<file path="src/core/sdcfg_pkg.sv">
`default_nettype none
package sdcfg_pkg;
  // Register addresses
  localparam logic [2:0] ADDR_SCALE = 3'h1;
  localparam logic [2:0] ADDR_OFF   = 3'h2;
  localparam logic [2:0] ADDR_BLANK = 3'h3;
  localparam logic [2:0] ADDR_DECAY = 3'h4;
  localparam logic [2:0] ADDR_STALL = 3'h5;
  localparam logic [2:0] ADDR_DRIVE = 3'h6;
  // Frame layout
  localparam int FRAME_BITS = 16;
  localparam int DATA_BITS  = 12;
  // Writable bit masks
  localparam logic [11:0] MASK_SCALE = 12'h7ff;
  localparam logic [11:0] MASK_OFF   = 12'h1ff;
  localparam logic [11:0] MASK_BLANK = 12'h1ff;
  localparam logic [11:0] MASK_DECAY = 12'h7ff;
  localparam logic [11:0] MASK_STALL = 12'hfff;
  localparam logic [11:0] MASK_DRIVE = 12'hfff;
  // Reset values
  localparam logic [11:0] RST_SCALE = 12'h1ff;
  localparam logic [11:0] RST_OFF   = 12'h030;
  localparam logic [11:0] RST_BLANK = 12'h080;
  localparam logic [11:0] RST_DECAY = 12'h110;
  localparam logic [11:0] RST_STALL = 12'h040;
  localparam logic [11:0] RST_DRIVE = 12'h054;
  // Decay mode codes
  typedef enum logic [2:0] {
    SDCFG_DEC_SLOW      = 3'h0,
    SDCFG_DEC_SLOW_MIX  = 3'h1,
    SDCFG_DEC_FAST      = 3'h2,
    SDCFG_DEC_MIX       = 3'h3,
    SDCFG_DEC_SLOW_AUTO = 3'h4,
    SDCFG_DEC_AUTO      = 3'h5
  } sdcfg_decay_t;
  // Timing in ns (window base in us), clock 10 ns
  localparam int CLK_NS        = 10;
  localparam int OFF_STEP_NS   = 500;
  localparam int BLANK_STEP_NS = 20;
  localparam int BLANK_MIN_NS  = 1000;
  localparam int DECAY_STEP_NS = 500;
  localparam int DRV_BASE_NS   = 250;
  localparam int DEG_BASE_NS   = 1000;
  localparam int WIN_BASE_US   = 50;
  localparam int OFF_STEP_CYC   = (OFF_STEP_NS + CLK_NS - 1) / CLK_NS;
  localparam int BLANK_STEP_CYC = (BLANK_STEP_NS + CLK_NS - 1) / CLK_NS;
  localparam int BLANK_MIN_CYC  = (BLANK_MIN_NS + CLK_NS - 1) / CLK_NS;
  localparam int DECAY_STEP_CYC = (DECAY_STEP_NS + CLK_NS - 1) / CLK_NS;
  localparam int DRV_BASE_CYC   = (DRV_BASE_NS + CLK_NS - 1) / CLK_NS;
  localparam int DEG_BASE_CYC   = (DEG_BASE_NS + CLK_NS - 1) / CLK_NS;
  localparam int WIN_BASE_CYC   = (WIN_BASE_US * 1000 + CLK_NS - 1) / CLK_NS;
endpackage
`default_nettype wire

</file>
<file path="src/core/sdcfg_serial.sv">
`timescale 1ns/10ps
`default_nettype none
// Serial frame receiver: link clock sampled on mclk
module sdcfg_serial (
  input  wire logic        mclk,
  input  wire logic        nrst,
  input  wire logic        clk_en,
  input  wire logic        serial_chip_select,
  input  wire logic        serial_clk,
  input  wire logic        serial_data_in,
  input  wire logic [11:0] rd_data,
  output logic             serial_data_out,
  output logic             serial_data_out_en,
  output logic [2:0]       rd_addr,
  output logic             wr_stb,
  output logic [2:0]       wr_addr,
  output logic [11:0]      wr_data
);
  logic [1:0]  cs_s_q;
  logic [2:0]  ck_s_q;
  logic [1:0]  di_s_q;
  logic [4:0]  cnt_q;
  logic [14:0] sh_q;
  logic [11:0] tx_q;
  logic        rnw_q;
  logic        cs;
  logic        rise;
  logic        fall;
  logic [15:0] frame;

  assign cs    = cs_s_q[1];
  assign rise  = ck_s_q[1] & ~ck_s_q[2];
  assign fall  = ~ck_s_q[1] & ck_s_q[2];
  assign frame = {sh_q, di_s_q[1]};

  // Two-stage synchronisers
  always_ff @(posedge mclk or negedge nrst) begin
    if (!nrst) begin
      cs_s_q <= 2'h0;
      ck_s_q <= 3'h0;
      di_s_q <= 2'h0;
    end else if (clk_en) begin
      cs_s_q <= {cs_s_q[0], serial_chip_select};
      ck_s_q <= {ck_s_q[1:0], serial_clk};
      di_s_q <= {di_s_q[0], serial_data_in};
    end
  end

  // Shift in R/W, address, data while select high
  always_ff @(posedge mclk or negedge nrst) begin
    if (!nrst) begin
      cnt_q   <= 5'h0;
      sh_q    <= 15'h0;
      rnw_q   <= 1'b0;
      wr_stb  <= 1'b0;
      wr_addr <= 3'h0;
      wr_data <= 12'h0;
    end else if (clk_en) begin
      wr_stb <= 1'b0;
      if (!cs) begin
        cnt_q <= 5'h0;
      end else if (rise && cnt_q < 5'(sdcfg_pkg::FRAME_BITS)) begin
        sh_q  <= frame[14:0];
        cnt_q <= cnt_q + 5'h1;
        if (cnt_q == 5'h0) begin
          rnw_q <= di_s_q[1];
        end
        if (cnt_q == 5'(sdcfg_pkg::FRAME_BITS - 1) && !rnw_q) begin
          wr_stb  <= 1'b1;
          wr_addr <= frame[14:12];
          wr_data <= frame[11:0];
        end
      end
    end
  end

  assign rd_addr = sh_q[2:0];

  // Read data shifted out on falling edges after address
  always_ff @(posedge mclk or negedge nrst) begin
    if (!nrst) begin
      tx_q               <= 12'h0;
      serial_data_out    <= 1'b0;
      serial_data_out_en <= 1'b0;
    end else if (clk_en) begin
      serial_data_out_en <= cs & rnw_q & (cnt_q >= 5'h4);
      if (cs && fall && rnw_q) begin
        if (cnt_q == 5'h4) begin
          tx_q            <= {rd_data[10:0], 1'b0};
          serial_data_out <= rd_data[11];
        end else if (cnt_q > 5'h4) begin
          tx_q            <= {tx_q[10:0], 1'b0};
          serial_data_out <= tx_q[11];
        end
      end
    end
  end
endmodule // sdcfg_serial
`default_nettype wire

</file>
<file path="src/core/sdcfg_regs.sv">
`timescale 1ns/10ps
`default_nettype none
module sdcfg_regs (
  input  wire logic        mclk,
  input  wire logic        nrst,
  input  wire logic        clk_en,
  input  wire logic        serial_chip_select,
  input  wire logic        serial_clk,
  input  wire logic        serial_data_in,
  output logic             serial_data_out,
  output logic             serial_data_out_en,
  input  wire logic        stall_step,
  input  wire logic        bemf_low,
  input  wire logic [1:0]  direct_bridge_inputs,
  input  wire logic [1:0]  indexer_outputs,
  input  wire logic        current_rising,
  output logic [1:0]       bridge_drive,
  output logic [7:0]       current_scale,
  output logic [16:0]      bemf_sample_window,
  output logic [16:0]      off_time_cycles,
  output logic [10:0]      blanking_cycles,
  output logic [10:0]      min_on_cycles,
  output logic             adaptive_blanking_en,
  output logic [16:0]      decay_transition_cycles,
  output logic [1:0]       active_decay,
  output logic [7:0]       stall_threshold,
  output logic [2:0]       bemf_div_shift,
  output logic             stall_out_n,
  output logic [1:0]       overcurrent_threshold,
  output logic [9:0]       overcurrent_deglitch,
  output logic [7:0]       low_gate_drive_time,
  output logic [7:0]       high_gate_drive_time,
  output logic [1:0]       low_gate_sink_current,
  output logic [1:0]       high_gate_source_current
);
  logic [11:0] scale_q;
  logic [11:0] off_q;
  logic [11:0] blank_q;
  logic [11:0] decay_q;
  logic [11:0] stall_q;
  logic [11:0] drive_q;
  logic [2:0]  rd_addr;
  logic [11:0] rd_data;
  logic        wr_stb;
  logic [2:0]  wr_addr;
  logic [11:0] wr_data;
  logic [3:0]  low_cnt_q;
  logic [1:0]  sd_s_q;
  logic [1:0]  bl_s_q;
  logic        sd_d_q;
  logic [1:0]  bi_s0_q;
  logic [1:0]  bi_s1_q;

  sdcfg_serial u_serial (
    .mclk               (mclk),
    .nrst               (nrst),
    .clk_en             (clk_en),
    .serial_chip_select (serial_chip_select),
    .serial_clk         (serial_clk),
    .serial_data_in     (serial_data_in),
    .rd_data            (rd_data),
    .serial_data_out    (serial_data_out),
    .serial_data_out_en (serial_data_out_en),
    .rd_addr            (rd_addr),
    .wr_stb             (wr_stb),
    .wr_addr            (wr_addr),
    .wr_data            (wr_data)
  );

  // Two-bit gate timing code to cycles: 250 ns << code
  function automatic logic [7:0] drv_cycles(input logic [1:0] code);
    drv_cycles = 8'(sdcfg_pkg::DRV_BASE_CYC << code);
  endfunction

  // 500 ns step count to cycles for (code + extra)
  function automatic logic [16:0] step500(input logic [7:0] code, input logic [8:0] extra);
    step500 = 17'((9'(code) + extra) * sdcfg_pkg::OFF_STEP_CYC);
  endfunction

  // Register writes; reserved bits masked
  always_ff @(posedge mclk or negedge nrst) begin
    if (!nrst) begin
      scale_q <= sdcfg_pkg::RST_SCALE;
      off_q   <= sdcfg_pkg::RST_OFF;
      blank_q <= sdcfg_pkg::RST_BLANK;
      decay_q <= sdcfg_pkg::RST_DECAY;
      stall_q <= sdcfg_pkg::RST_STALL;
      drive_q <= sdcfg_pkg::RST_DRIVE;
    end else if (clk_en && wr_stb) begin
      case (wr_addr)
        sdcfg_pkg::ADDR_SCALE: scale_q <= wr_data & sdcfg_pkg::MASK_SCALE;
        sdcfg_pkg::ADDR_OFF:   off_q   <= wr_data & sdcfg_pkg::MASK_OFF;
        sdcfg_pkg::ADDR_BLANK: blank_q <= wr_data & sdcfg_pkg::MASK_BLANK;
        sdcfg_pkg::ADDR_DECAY: decay_q <= wr_data & sdcfg_pkg::MASK_DECAY;
        sdcfg_pkg::ADDR_STALL: stall_q <= wr_data & sdcfg_pkg::MASK_STALL;
        sdcfg_pkg::ADDR_DRIVE: drive_q <= wr_data & sdcfg_pkg::MASK_DRIVE;
        default: begin
        end
      endcase
    end
  end

  // Read mux
  always_comb begin
    case (rd_addr)
      sdcfg_pkg::ADDR_SCALE: rd_data = scale_q;
      sdcfg_pkg::ADDR_OFF:   rd_data = off_q;
      sdcfg_pkg::ADDR_BLANK: rd_data = blank_q;
      sdcfg_pkg::ADDR_DECAY: rd_data = decay_q;
      sdcfg_pkg::ADDR_STALL: rd_data = stall_q;
      sdcfg_pkg::ADDR_DRIVE: rd_data = drive_q;
      default:               rd_data = 12'h000;
    endcase
  end

  // Back-EMF window code to cycles
  function automatic logic [16:0] win_cycles(input logic [2:0] code);
    case (code)
      3'h0:    win_cycles = 17'(sdcfg_pkg::WIN_BASE_CYC);
      3'h1:    win_cycles = 17'(sdcfg_pkg::WIN_BASE_CYC * 2);
      3'h2:    win_cycles = 17'(sdcfg_pkg::WIN_BASE_CYC * 4);
      3'h3:    win_cycles = 17'(sdcfg_pkg::WIN_BASE_CYC * 6);
      3'h4:    win_cycles = 17'(sdcfg_pkg::WIN_BASE_CYC * 8);
      3'h5:    win_cycles = 17'(sdcfg_pkg::WIN_BASE_CYC * 12);
      3'h6:    win_cycles = 17'(sdcfg_pkg::WIN_BASE_CYC * 16);
      default: win_cycles = 17'(sdcfg_pkg::WIN_BASE_CYC * 20);
    endcase
  endfunction

  // Blanking code to cycles; low codes all give the 1 us floor
  function automatic logic [10:0] blank_cycles(input logic [7:0] code);
    if (code <= 8'h32) begin
      blank_cycles = 11'(sdcfg_pkg::BLANK_MIN_CYC);
    end else begin
      blank_cycles = 11'((9'(code) + 9'h001) * sdcfg_pkg::BLANK_STEP_CYC);
    end
  endfunction

  // Low back-EMF steps needed before the stall output asserts
  function automatic logic [3:0] stall_need(input logic [1:0] code);
    stall_need = 4'h1 << code;
  endfunction

  // Current scale and back-EMF window
  always_ff @(posedge mclk or negedge nrst) begin
    if (!nrst) begin
      current_scale      <= 8'h00;
      bemf_sample_window <= 17'h00000;
    end else if (clk_en) begin
      current_scale      <= scale_q[7:0];
      bemf_sample_window <= win_cycles(scale_q[10:8]);
    end
  end

  // Fixed off time
  always_ff @(posedge mclk or negedge nrst) begin
    if (!nrst) begin
      off_time_cycles <= 17'h00000;
    end else if (clk_en) begin
      off_time_cycles <= step500(off_q[7:0], 9'h001);
    end
  end

  // Blanking doubles as minimum on-time, so both use one decode
  always_ff @(posedge mclk or negedge nrst) begin
    if (!nrst) begin
      blanking_cycles      <= 11'h000;
      min_on_cycles        <= 11'h000;
      adaptive_blanking_en <= 1'b0;
    end else if (clk_en) begin
      blanking_cycles      <= blank_cycles(blank_q[7:0]);
      min_on_cycles        <= blank_cycles(blank_q[7:0]);
      adaptive_blanking_en <= blank_q[8];
    end
  end

  // Mixed-decay transition time
  always_ff @(posedge mclk or negedge nrst) begin
    if (!nrst) begin
      decay_transition_cycles <= 17'h00000;
    end else if (clk_en) begin
      decay_transition_cycles <= step500(decay_q[7:0], 9'h000);
    end
  end

  // Stall threshold and back-EMF divider
  always_ff @(posedge mclk or negedge nrst) begin
    if (!nrst) begin
      stall_threshold <= 8'h00;
      bemf_div_shift  <= 3'h0;
    end else if (clk_en) begin
      stall_threshold <= stall_q[7:0];
      bemf_div_shift  <= 3'(5 - stall_q[11:10]);
    end
  end

  // Over-current and gate drive settings
  always_ff @(posedge mclk or negedge nrst) begin
    if (!nrst) begin
      overcurrent_threshold    <= 2'h0;
      overcurrent_deglitch     <= 10'h000;
      low_gate_drive_time      <= 8'h00;
      high_gate_drive_time     <= 8'h00;
      low_gate_sink_current    <= 2'h0;
      high_gate_source_current <= 2'h0;
    end else if (clk_en) begin
      overcurrent_threshold    <= drive_q[1:0];
      overcurrent_deglitch     <= 10'(sdcfg_pkg::DEG_BASE_CYC << drive_q[3:2]);
      low_gate_drive_time      <= drv_cycles(drive_q[5:4]);
      high_gate_drive_time     <= drv_cycles(drive_q[7:6]);
      low_gate_sink_current    <= drive_q[9:8];
      high_gate_source_current <= drive_q[11:10];
    end
  end

  // Active decay: 0 slow, 1 fast, 2 mixed, 3 auto mixed
  always_ff @(posedge mclk or negedge nrst) begin
    if (!nrst) begin
      active_decay <= 2'h0;
    end else if (clk_en) begin
      case (decay_q[10:8])
        sdcfg_pkg::SDCFG_DEC_SLOW:      active_decay <= 2'h0;
        sdcfg_pkg::SDCFG_DEC_FAST:      active_decay <= 2'h1;
        sdcfg_pkg::SDCFG_DEC_MIX:       active_decay <= 2'h2;
        sdcfg_pkg::SDCFG_DEC_AUTO:      active_decay <= 2'h3;
        sdcfg_pkg::SDCFG_DEC_SLOW_MIX:  active_decay <= (current_rising || off_q[8]) ? 2'h0 : 2'h2;
        sdcfg_pkg::SDCFG_DEC_SLOW_AUTO: active_decay <= (current_rising || off_q[8]) ? 2'h0 : 2'h3;
        default:                        active_decay <= 2'h0;
      endcase
    end
  end

  // Direct bridge pins come from outside the clock domain
  always_ff @(posedge mclk or negedge nrst) begin
    if (!nrst) begin
      bi_s0_q <= 2'h0;
      bi_s1_q <= 2'h0;
    end else if (clk_en) begin
      bi_s0_q <= direct_bridge_inputs;
      bi_s1_q <= bi_s0_q;
    end
  end

  // Bridge source select
  always_ff @(posedge mclk or negedge nrst) begin
    if (!nrst) begin
      bridge_drive <= 2'h0;
    end else if (clk_en) begin
      bridge_drive <= off_q[8] ? bi_s1_q : indexer_outputs;
    end
  end

  // Step and back-EMF pins come from outside the clock domain
  always_ff @(posedge mclk or negedge nrst) begin
    if (!nrst) begin
      sd_s_q <= 2'h0;
      bl_s_q <= 2'h0;
      sd_d_q <= 1'b0;
    end else if (clk_en) begin
      sd_s_q <= {sd_s_q[0], stall_step};
      bl_s_q <= {bl_s_q[0], bemf_low};
      sd_d_q <= sd_s_q[1];
    end
  end

  // Stall counter on consecutive low back-EMF steps
  always_ff @(posedge mclk or negedge nrst) begin
    if (!nrst) begin
      low_cnt_q   <= 4'h0;
      stall_out_n <= 1'b1;
    end else if (clk_en) begin
      if (sd_s_q[1] && !sd_d_q) begin
        if (bl_s_q[1]) begin
          if (low_cnt_q < 4'h8) begin
            low_cnt_q <= low_cnt_q + 4'h1;
          end
          if ((low_cnt_q + 4'h1) >= stall_need(stall_q[9:8])) begin
            stall_out_n <= 1'b0;
          end
        end else begin
          low_cnt_q   <= 4'h0;
          stall_out_n <= 1'b1;
        end
      end
    end
  end
endmodule // sdcfg_regs
`default_nettype wire

</file>
<file path="config.mk">
export PLATFORM = sky130hd
export DESIGN_NAME = sdcfg_regs
export DESIGN_NICKNAME = d
export VERILOG_FILES = /design/src/core/sdcfg_pkg.sv /design/src/core/sdcfg_serial.sv /design/src/core/sdcfg_regs.sv
export SDC_FILE = /design/constraint.sdc
export NUM_CORES = 1
export LEC_CHECK = 0
export ABC_AREA = 1
export BUFFER_PORTS_ARGS = -buffer_cell sky130_fd_sc_hd__buf_2
export CAP_MARGIN = 10
export CORE_MARGIN = 4
export CORE_UTILIZATION = 40
export CTS_CLUSTER_DIAMETER = 150
export DETAILED_ROUTE_END_ITERATION = 12
export PLACE_DENSITY = 0.7
export SLEW_MARGIN = 20
export SYNTH_ARGS = -nofsm -noshare
export SYNTH_HDL_FRONTEND = slang
export SYNTH_SLANG_ARGS = --single-unit
</file>
<file path="constraint.sdc">
create_clock -name mclk -period 6.5 [get_ports mclk]
set_clock_uncertainty 0.1 [all_clocks]
set_input_delay 0.975 -clock mclk [delete_from_list [all_inputs] [get_ports mclk]]
set_output_delay 0.975 -clock mclk [all_outputs]
set_load 0.03 [all_outputs]
</file>
# Yosys cells after proc, flatten, opt, wreduce, memory -nomap -nowiden
# Index checks and enable logic that the tools add are counted.
# W data, S select, Z words.
classes:
  add_sub_neg: 5
  eq_ne: 28
  order_cmp: 6
  multipliers: 2
  mux: 20
  reduce_logical: 25
  bitwise: 6
  shift: 4
op_table:
  columns: ["cell", "n"]
  rows:
  - ["$pmux W17 S7", 1]
  - ["$pmux W12 S6", 1]
  - ["$eq A3 B3 Y1 const B", 11]
  - ["$eq A3 B2 Y1 const B", 8]
  - ["$mux W12", 2]
  - ["$add A8 B1 Y9 const B", 2]
  - ["$shl A5 B2 Y8 const A", 2]
  - ["$mul A9 B5 Y14 const B", 1]
  - ["$reduce_and A2 Y1", 7]
  - ["$mul A8 B5 Y13 const B", 1]
  - ["$eq A3 B1 Y1 const B", 4]
  - ["$reduce_and A3 Y1", 4]
  - ["$mux W10", 1]
  - ["$mux W5", 2]
  - ["$pmux W2 S5", 1]
  - ["$shl A7 B2 Y10 const A", 1]
  - ["$le A8 B6 Y1 const B", 1]
  - ["$mux W4", 2]
  - ["$reduce_and A4 Y1", 2]
  - ["$mux W1", 7]
  - ["$logic_and A1 B1 Y1", 6]
  - ["$mux W2", 3]
  - ["$add A5 B1 Y5 const B", 1]
  - ["$eq A5 B3 Y1 const B", 1]
  - ["other kinds (18)", 24]
word_totals:
  out_inout_bits: 132
  inputBits: 13
  register_bits: 251
  wordCells: 137

# Longest topological paths before layout
# Gate-level depths: netlist (run 1).
depth:
  word_depth: 5
  mapped_depth: 20
  ltp_nobuf: 20

# Hierarchy
# A second synthesis (run 1) with hierarchy kept.
hier_totals:
  hier_cells: 1405
  area_unflattened_um2: 12404.4
modules_own_cells:
  columns: ["mod", "seq_area_each_um2", "cells_each", "area_each_um2", "n_inst"]
  rows:
  - ["sdcfg_regs", 4578.1, 1116, 9811.9, 1]
  - ["sdcfg_serial", 1401.3, 289, 2592.5, 1]

# Worst setup path before layout (run 1)
# Ideal clock, no wire load.
synth_timing:
  kind: "register to register"
  startpoint: "reg off_q[0]"
  endpoint: "reg off_time_cycles[12]"
  path_slack_ns: 3.267
  stages_incl_launch_ff: 16
  required_ns: 6.282
  setup_time_ns: 0.118
  period_less_slack_ns: 3.233
  path_buffers: 0
  arrival_time_ns: 3.015
  path_cell_list: "dfrtp_1 -> ha_1 -> nand3_1 -> xor2_1 -> ha_1 -> ha_1 -> inv_1 -> fa_1 -> inv_1 -> ha_1 -> a21oi_1 -> nor2_1 -> nor2_1 -> nand3b_1 -> nand3_1 -> nand2_1"
synth_via:
  elab_chain_cells: 2
synth_rtl:
  columns: ["element", "line", "rtl"]
  rows:
  - ["start, declared", "sdcfg_regs.sv:37", "logic [11:0] off_q;"]
  - ["start signal, assigned", "sdcfg_regs.sv:84", "off_q <= sdcfg_pkg::RST_OFF;"]
  - ["start signal, assigned", "sdcfg_regs.sv:92", "sdcfg_pkg::ADDR_OFF: off_q <= wr_data & sdcfg_pkg::MASK_OFF;"]
  - ["$add A8 B1 Y9", "sdcfg_regs.sv:77", "step500 = 17'((9'(code) + extra) * sdcfg_pkg::OFF_STEP_CYC);"]
  - ["$mul A9 B5 Y14", "sdcfg_regs.sv:77", null]
  - ["end signal, assigned", "sdcfg_regs.sv:160", "off_time_cycles <= step500(off_q[7:0], 9'h001);"]
  - ["end, declared", "sdcfg_regs.sv:20", "output logic [16:0] off_time_cycles,"]
# No other way between the ends.
# A chain may end at the register's enable or synchronous reset.

# Final worst setup path (run 1)
# Same ends and word-level chain as after synthesis.

==> results of run 1 <==
-- placed cells by master (no fill, tap or decap), types with 8 or more instances in the layout --
cell,count
nand4_1,11
buf_2,126
inv_2,8
conb_1,16
o21ai_0,153
o22ai_1,14
nand2_1,459
inv_1,146
clkbuf_16,27
nor2_1,71
a21oi_1,20
clkbuf_8,10
o21ai_1,29
dfstp_2,19
ha_1,81
dfrtp_1,219
nand3_1,47
xor2_1,16
-- where the power goes --
group	leakage (µW)	internal [µW]	switching [µW]
registers	0.00307	1520	47.1
clock network	0.000433	912	597
logic	0.00353	61.2	188
-- per-layer routing --
layer,global-route usage,wire length [µm]
met2,0.278,13400
met4,0.0390,578
met1,0.240,13200
met5,0,0
met3,0.0318,1640
-- state kept, by name, summed over array words and instances, names as in the netlist, 11 cells and up --
name	count
decay_q	11
off_time_cycles	14
u_serial.wr_data	12
u_serial.sh_q	14
u_serial.tx_q	11
bemf_sample_window	14
scale_q	11
decay_transition_cycles	13
drive_q	12
stall_q	12
-- worst paths after layout --
check,to,slack [ns],cells after the start
min in group mclk,stall_out_n$_DFFE_PN1P_,0.37,2
min,u_serial.cnt_q[0]$_DFFE_PN0P_,0.36,1
min reg2reg,stall_out_n$_DFFE_PN1P_,0.37,2
max reg2reg,off_time_cycles[12]$_DFFE_PN0P_,2.99,15
max,off_time_cycles[12]$_DFFE_PN0P_,2.99,15
max in group asynchronous,bi_s1_q[1]$_DFFE_PN0P_,4.76,2
-- final cells by class --
cell class / count / area [µm²] / share of cell area
clock inverters: 6 / 62.6 / 0.00457
flip-flops and latches: 238 / 5980 / 0.436
well taps: 390 / 488 / 0.0356
inverters: 155 / 584 / 0.0426
clock buffers: 42 / 832 / 0.0607
multi-input cells: 962 / 5070 / 0.370
repair buffers: 131 / 688 / 0.0502
-- logic make-up after synthesis --
group	after synthesis	share of synthesized area
other cells	1	0.000312
buf+inv	231	0.0843
fa+ha+maj	88	0.0961
flops	238	0.498
compound gates	231	0.101
simple gates	606	0.205
xor+xnor	21	0.0153
-- through the flow --
stage	hold slack, ns	util
2_1_floorplan	0.342	-
3_3_place_gp	0.348	0.432
3_5_place_dp	0.354	0.432
4_1_cts	0.368	0.462
5_1_grt	0.387	0.462
6_report	0.362	0.462
==> flow_summary.ini, run 1 <==
[outcome]
status = completed

[synthesis]
synthesis.instances = 1416
synth_edf_count = 0
synth_common_cells = nand2_1 (459), dfrtp_1 (219), o21ai_0 (153)
syn-cell-area_mm2 = 0.0120
yosysWarnings = 0
synth_area_per_cell_um2 = 8.48
ys_ff_latch = 238
synth_area_leaders = dfrtp_1 (46%), nand2_1 (14%), ha_1 (8.4%), o21ai_0 (6.4%), inv_1 (4.6%)
synth-main-ff-cell = dfrtp_1
synth.lib_cells_used.distinct = 38
synth_top_area_share = 0.457
synth.most_common_cell = nand2_1
synth_top_area_cell = dfrtp_1
postSynth.asyncResetShare = 1.00
ys_seq_area_frac = 0.498

[grt]
antenna_found_initial = 0
grt_max_degree = 139
grt_pass1_wl_mm = 47.0
grt_overflow = 0
grt_usage = 0.171
grt_pass1_vias = 9009

[floorplanning]
placementRows = 63
placeableCoreArea_mm2 = 0.0296
die_area_mm2 = 0.0328
die_w_um = 181
die_h_um = 181
initial_utilization = 0.405
ios = 145

[routing]
vias = 9398
drt_iter0_markers = 646
wl_per_cell_um = 15.0
final_antenna_net_count = 0
dr.pass1.iters = 5
vias_per_cell = 4.88
drc = 0
drt_wl_total_mm = 28.8

[power_and_ir_drop]
power_leakage_uw = 0.00703
ir_worst_vdd_mv = 0.170
finalPower_uw = 3330
p_per_area_mw_per_mm2 = 243

[critical_path]
crit_chain = ha_1 -> nand3_1 -> xor2_1 -> ha_1 -> ha_1 -> inv_1 -> fa_1 -> inv_1 -> ha_1 -> a21oi_1 -> nor2_1 -> nor2_1 -> nand3b_1 -> nand3_1 -> nand2_1
cpPeakStageDelay_ns = 0.50
critPathTopFamily = adder cells
crit_arrival_ns = 3.82
crit_path_max_fanout = 6
cp_num_buf_inv = 2
end_kind = flip-flop
critPathLaunchType = flip-flop
crit_type = reg2reg
crit_path_top_delay_cell = fa_1
critPathLaunch = off_q[0]$_DFFE_PN0P_
rr_startpoint = off_q[0]$_DFFE_PN0P_
crit_required_ns = 6.81
crit_top_cell = ha_1

[timing]
hold_viol = 0
setup_viol = 0
slew_violations = 0
setup-tns-final_ns = 0
period_minus_slack_ns = 3.51
fmax_mhz = 285
worst_slew_pin_slew_ns = 0.858
rsz0062_at_grt = no
worst_slack_ns = 2.99
timing.final.crit_share = 0.540
slew-limit-headroom = 0.428

[cts]
cts_root_buffer = clkbuf_16
cts_tree = built
clkTransAtPathRegs_ns = 0.06
post-cts-setup-buffers = 0
cts_resized = 0
cts_buffer_depth = 3
h-tree-depth = 1
cts_sinks = 238
hold_buffers = 0
cts_buffers = 26
insertion_delay_ns = 0.53

[place]
numPortBuffers = 128
globalplace.congestion = 0.858
dp_hpwl_mm = 20.2
dp_cells = 1876
placed_area_mm2 = 0.0128
dp_slack_ns = 3.02

[layout]
drive_gt1_frac = 0.140
antenna_cells = 0
fillers = 2817
final_area_mm2 = 0.0137
nNetsFinal = 1615
area_growth_pct = 14.2
final_cell_count_no_fill = 1924

[worst_hold_path]
hold_path_class = in2async

[run]
max-cap-violations = 0
Power figures use the tool's default switching activity.
==> run 2: changes to the inputs <==
clock period = 3.28 ns   (was 6.5 ns; I/O delays follow)
==> run 2 against run 1 <==
Net effect:
- the run now ends with negative setup slack left
- sequential share of layout area shrank 1.3 points
- critical path depth unchanged
- worst setup slack worse by 3.0 ns
- combinational power grew 100%
- via count is 3.7% higher
- non-clock buffer count grew 30
- fmax is 5.1% higher
- global-route usage up 0.20 points
- clock-buffer cell count decreased by 5
- design area grew 3.0%
- critical path type unchanged
==> flow_summary.ini, run 2 (synthesized netlist as in run 1, its figures left out) <==
[routing]
drt_iter0_markers = 576
vias_per_cell = 4.98
drc = 0
final_antenna_net_count = 0
wl_per_cell_um = 15.2
dr.pass1.iters = 6
drt_wl_total_mm = 29.7
vias = 9749

[layout]
final_area_mm2 = 0.0141
regArea_mm2 = 0.00598
layout_common_cells = nand2_1 (453), dfrtp_1 (218), o21ai_0 (152)
antenna_cells = 0
final_cell_count_no_fill = 1956
utilization = 0.476
layout_commonest_cell = nand2_1
nNetsFinal = 1646
multi_input_area_mm2 = 0.00527
drive_gt1_frac = 0.176
fillers = 2867
reg.largest.list = bemf_sample_window (14), off_time_cycles (14), u_serial.sh_q (14)
area_growth_pct = 17.6

[outcome]
violations = negative setup slack
status = complete, but fails checks

[timing]
rsz0062_at_grt = yes
setup_viol = 1
timing.final.crit_share = 1.02
worst_slack_ns = -0.0607
slew-limit-headroom = 0.422
period_minus_slack_ns = 3.34
fmax_mhz = 299
hold_viol = 0
slew_violations = 0
worst_slew_pin_slew_ns = 0.865

[critical_path]
cpPeakStageDelay_ns = 0.41
crit_path_top_delay_cell = dfrtp_1
cp_num_buf_inv = 0
crit_type = reg2reg
crit_required_ns = 3.60
crit_top_cell = ha_1
end_kind = flip-flop
crit_path_max_fanout = 4
critPathTopFamily = adder cells
crit_arrival_ns = 3.66
critPathLaunchType = flip-flop
crit_chain = ha_2 -> nand3_4 -> nor2_4 -> xor2_2 -> ha_1 -> ha_1 -> ha_1 -> ha_1 -> nand2_1 -> nor2_1 -> nand3_1 -> nand3_1 -> nand2_1 -> nand3_1 -> nand2_1

[grt]
grt_usage = 0.173
grt_pass1_vias = 9350
grt_max_degree = 99
antenna_found_initial = 0
grt_overflow = 0
grt_pass1_wl_mm = 47.8

[cts]
cts_tree = built
cts_buffers = 27
cts_root_buffer = clkbuf_16
cts_sinks = 238
insertion_delay_ns = 0.54
clkTransAtPathRegs_ns = 0.06
h-tree-depth = 1
cts_buffer_depth = 3

[place]
numPortBuffers = 128
dp_cells = 1898
dp_hpwl_mm = 20.8
dp_slack_ns = -0.112
globalplace.congestion = 0.895
placed_area_mm2 = 0.0130

[run]
max-cap-violations = 0

[floorplanning]
placeableCoreArea_mm2 = 0.0296
initial_utilization = 0.405
placementRows = 63
die_area_mm2 = 0.0328
die_h_um = 181
ios = 145
die_w_um = 181

[power_and_ir_drop]
p_per_area_mw_per_mm2 = 464
finalPower_uw = 6550
power_leakage_uw = 0.00719
ir_worst_vdd_mv = 0.424

[worst_hold_path]
hold_path_class = in2reg
==> run 2: cell types whose count changed in the layout (fill, tap and decap cells not counted), sizes merged <==
cell / before / now
dlygate4sd3: 0 / 1
clkinv: 2 / 8
clkinvlp: 3 / 1
buf: 131 / 160
inv: 155 / 158
clkbuf: 42 / 37
==> run 2: worst paths after layout <==
path                       cells after the start                           startpoint                                  end  slack, ns
setup / recovery                              15                 off_q[1]$_DFFE_PN0P_      off_time_cycles[14]$_DFFE_PN0P_      -0.06
hold / removal                                 3                             bemf_low                bl_s_q[0]$_DFFE_PN0P_       0.05
setup reg to reg                              15                 off_q[1]$_DFFE_PN0P_      off_time_cycles[14]$_DFFE_PN0P_      -0.06
hold reg to reg                                2  overcurrent_deglitch[4]$_DFFE_PN0P_  overcurrent_deglitch[4]$_DFFE_PN0P_       0.37
max in group asynchronous                      3                                 nrst               scale_q[3]$_DFFE_PN1P_       1.67
min in group asynchronous                      2                                 nrst       u_serial.di_s_q[0]$_DFFE_PN0P_       0.47
==> run 2: through the flow <==
| stage | hold WS (ns) | TNS, ns |
|---|---|---|
| floorplan | 0.0964 | 0 |
| global placement | 0.351 | 0 |
| detailed placement | 0.354 | -0.281 |
| CTS | 0.0327 | -0.0272 |
| global route | 0.0579 | -0.508 |
| finish | 0.0532 | -0.0607 |
==> run 2: worst register-to-register path: stages (launching register included) <==
cell     delay, ns
dfrtp_1       0.41
ha_2          0.24
nand3_4       0.12
nor2_4        0.14
xor2_2        0.20
ha_1          0.26
ha_1          0.30
ha_1          0.30
ha_1          0.35
nand2_1       0.13
nor2_1        0.23
nand3_1       0.14
nand3_1       0.11
nand2_1       0.07
nand3_1       0.07
nand2_1       0.05
==> run 2: layout make-up <==
cell class,count,share of cell area
clock buffers,37,0.0540
clock inverters,13,0.00753
inverters,155,0.0414
multi-input cells,962,0.373
flip-flops and latches,238,0.424
well taps,390,0.0346
repair buffers,161,0.0660
==> run 2: per-layer routing <==
metal	global-route usage	share of wire	vias to the layer above
met1	0.236	0.44	4675
li1	-	-	4720
met4	0.0459	0.026	0
met3	0.0370	0.067	65
met5	0	0	-
met2	0.282	0.47	289
==> run 2: power breakdown <==
part / switching, µW / internal [µW] / total (µW)
combinational: 373 / 135 / 508
sequential: 94.5 / 3020 / 3110
clock: 1220 / 1710 / 2940
==> run 2: timing repair <==
action	CTS	global route
setup endpoints to repair	6	7
gates cloned	0	0
resized for setup	5	33
hold endpoints to repair	90	0
buffers inserted	0	7
hold buffers	1	0
pin swaps	0	21
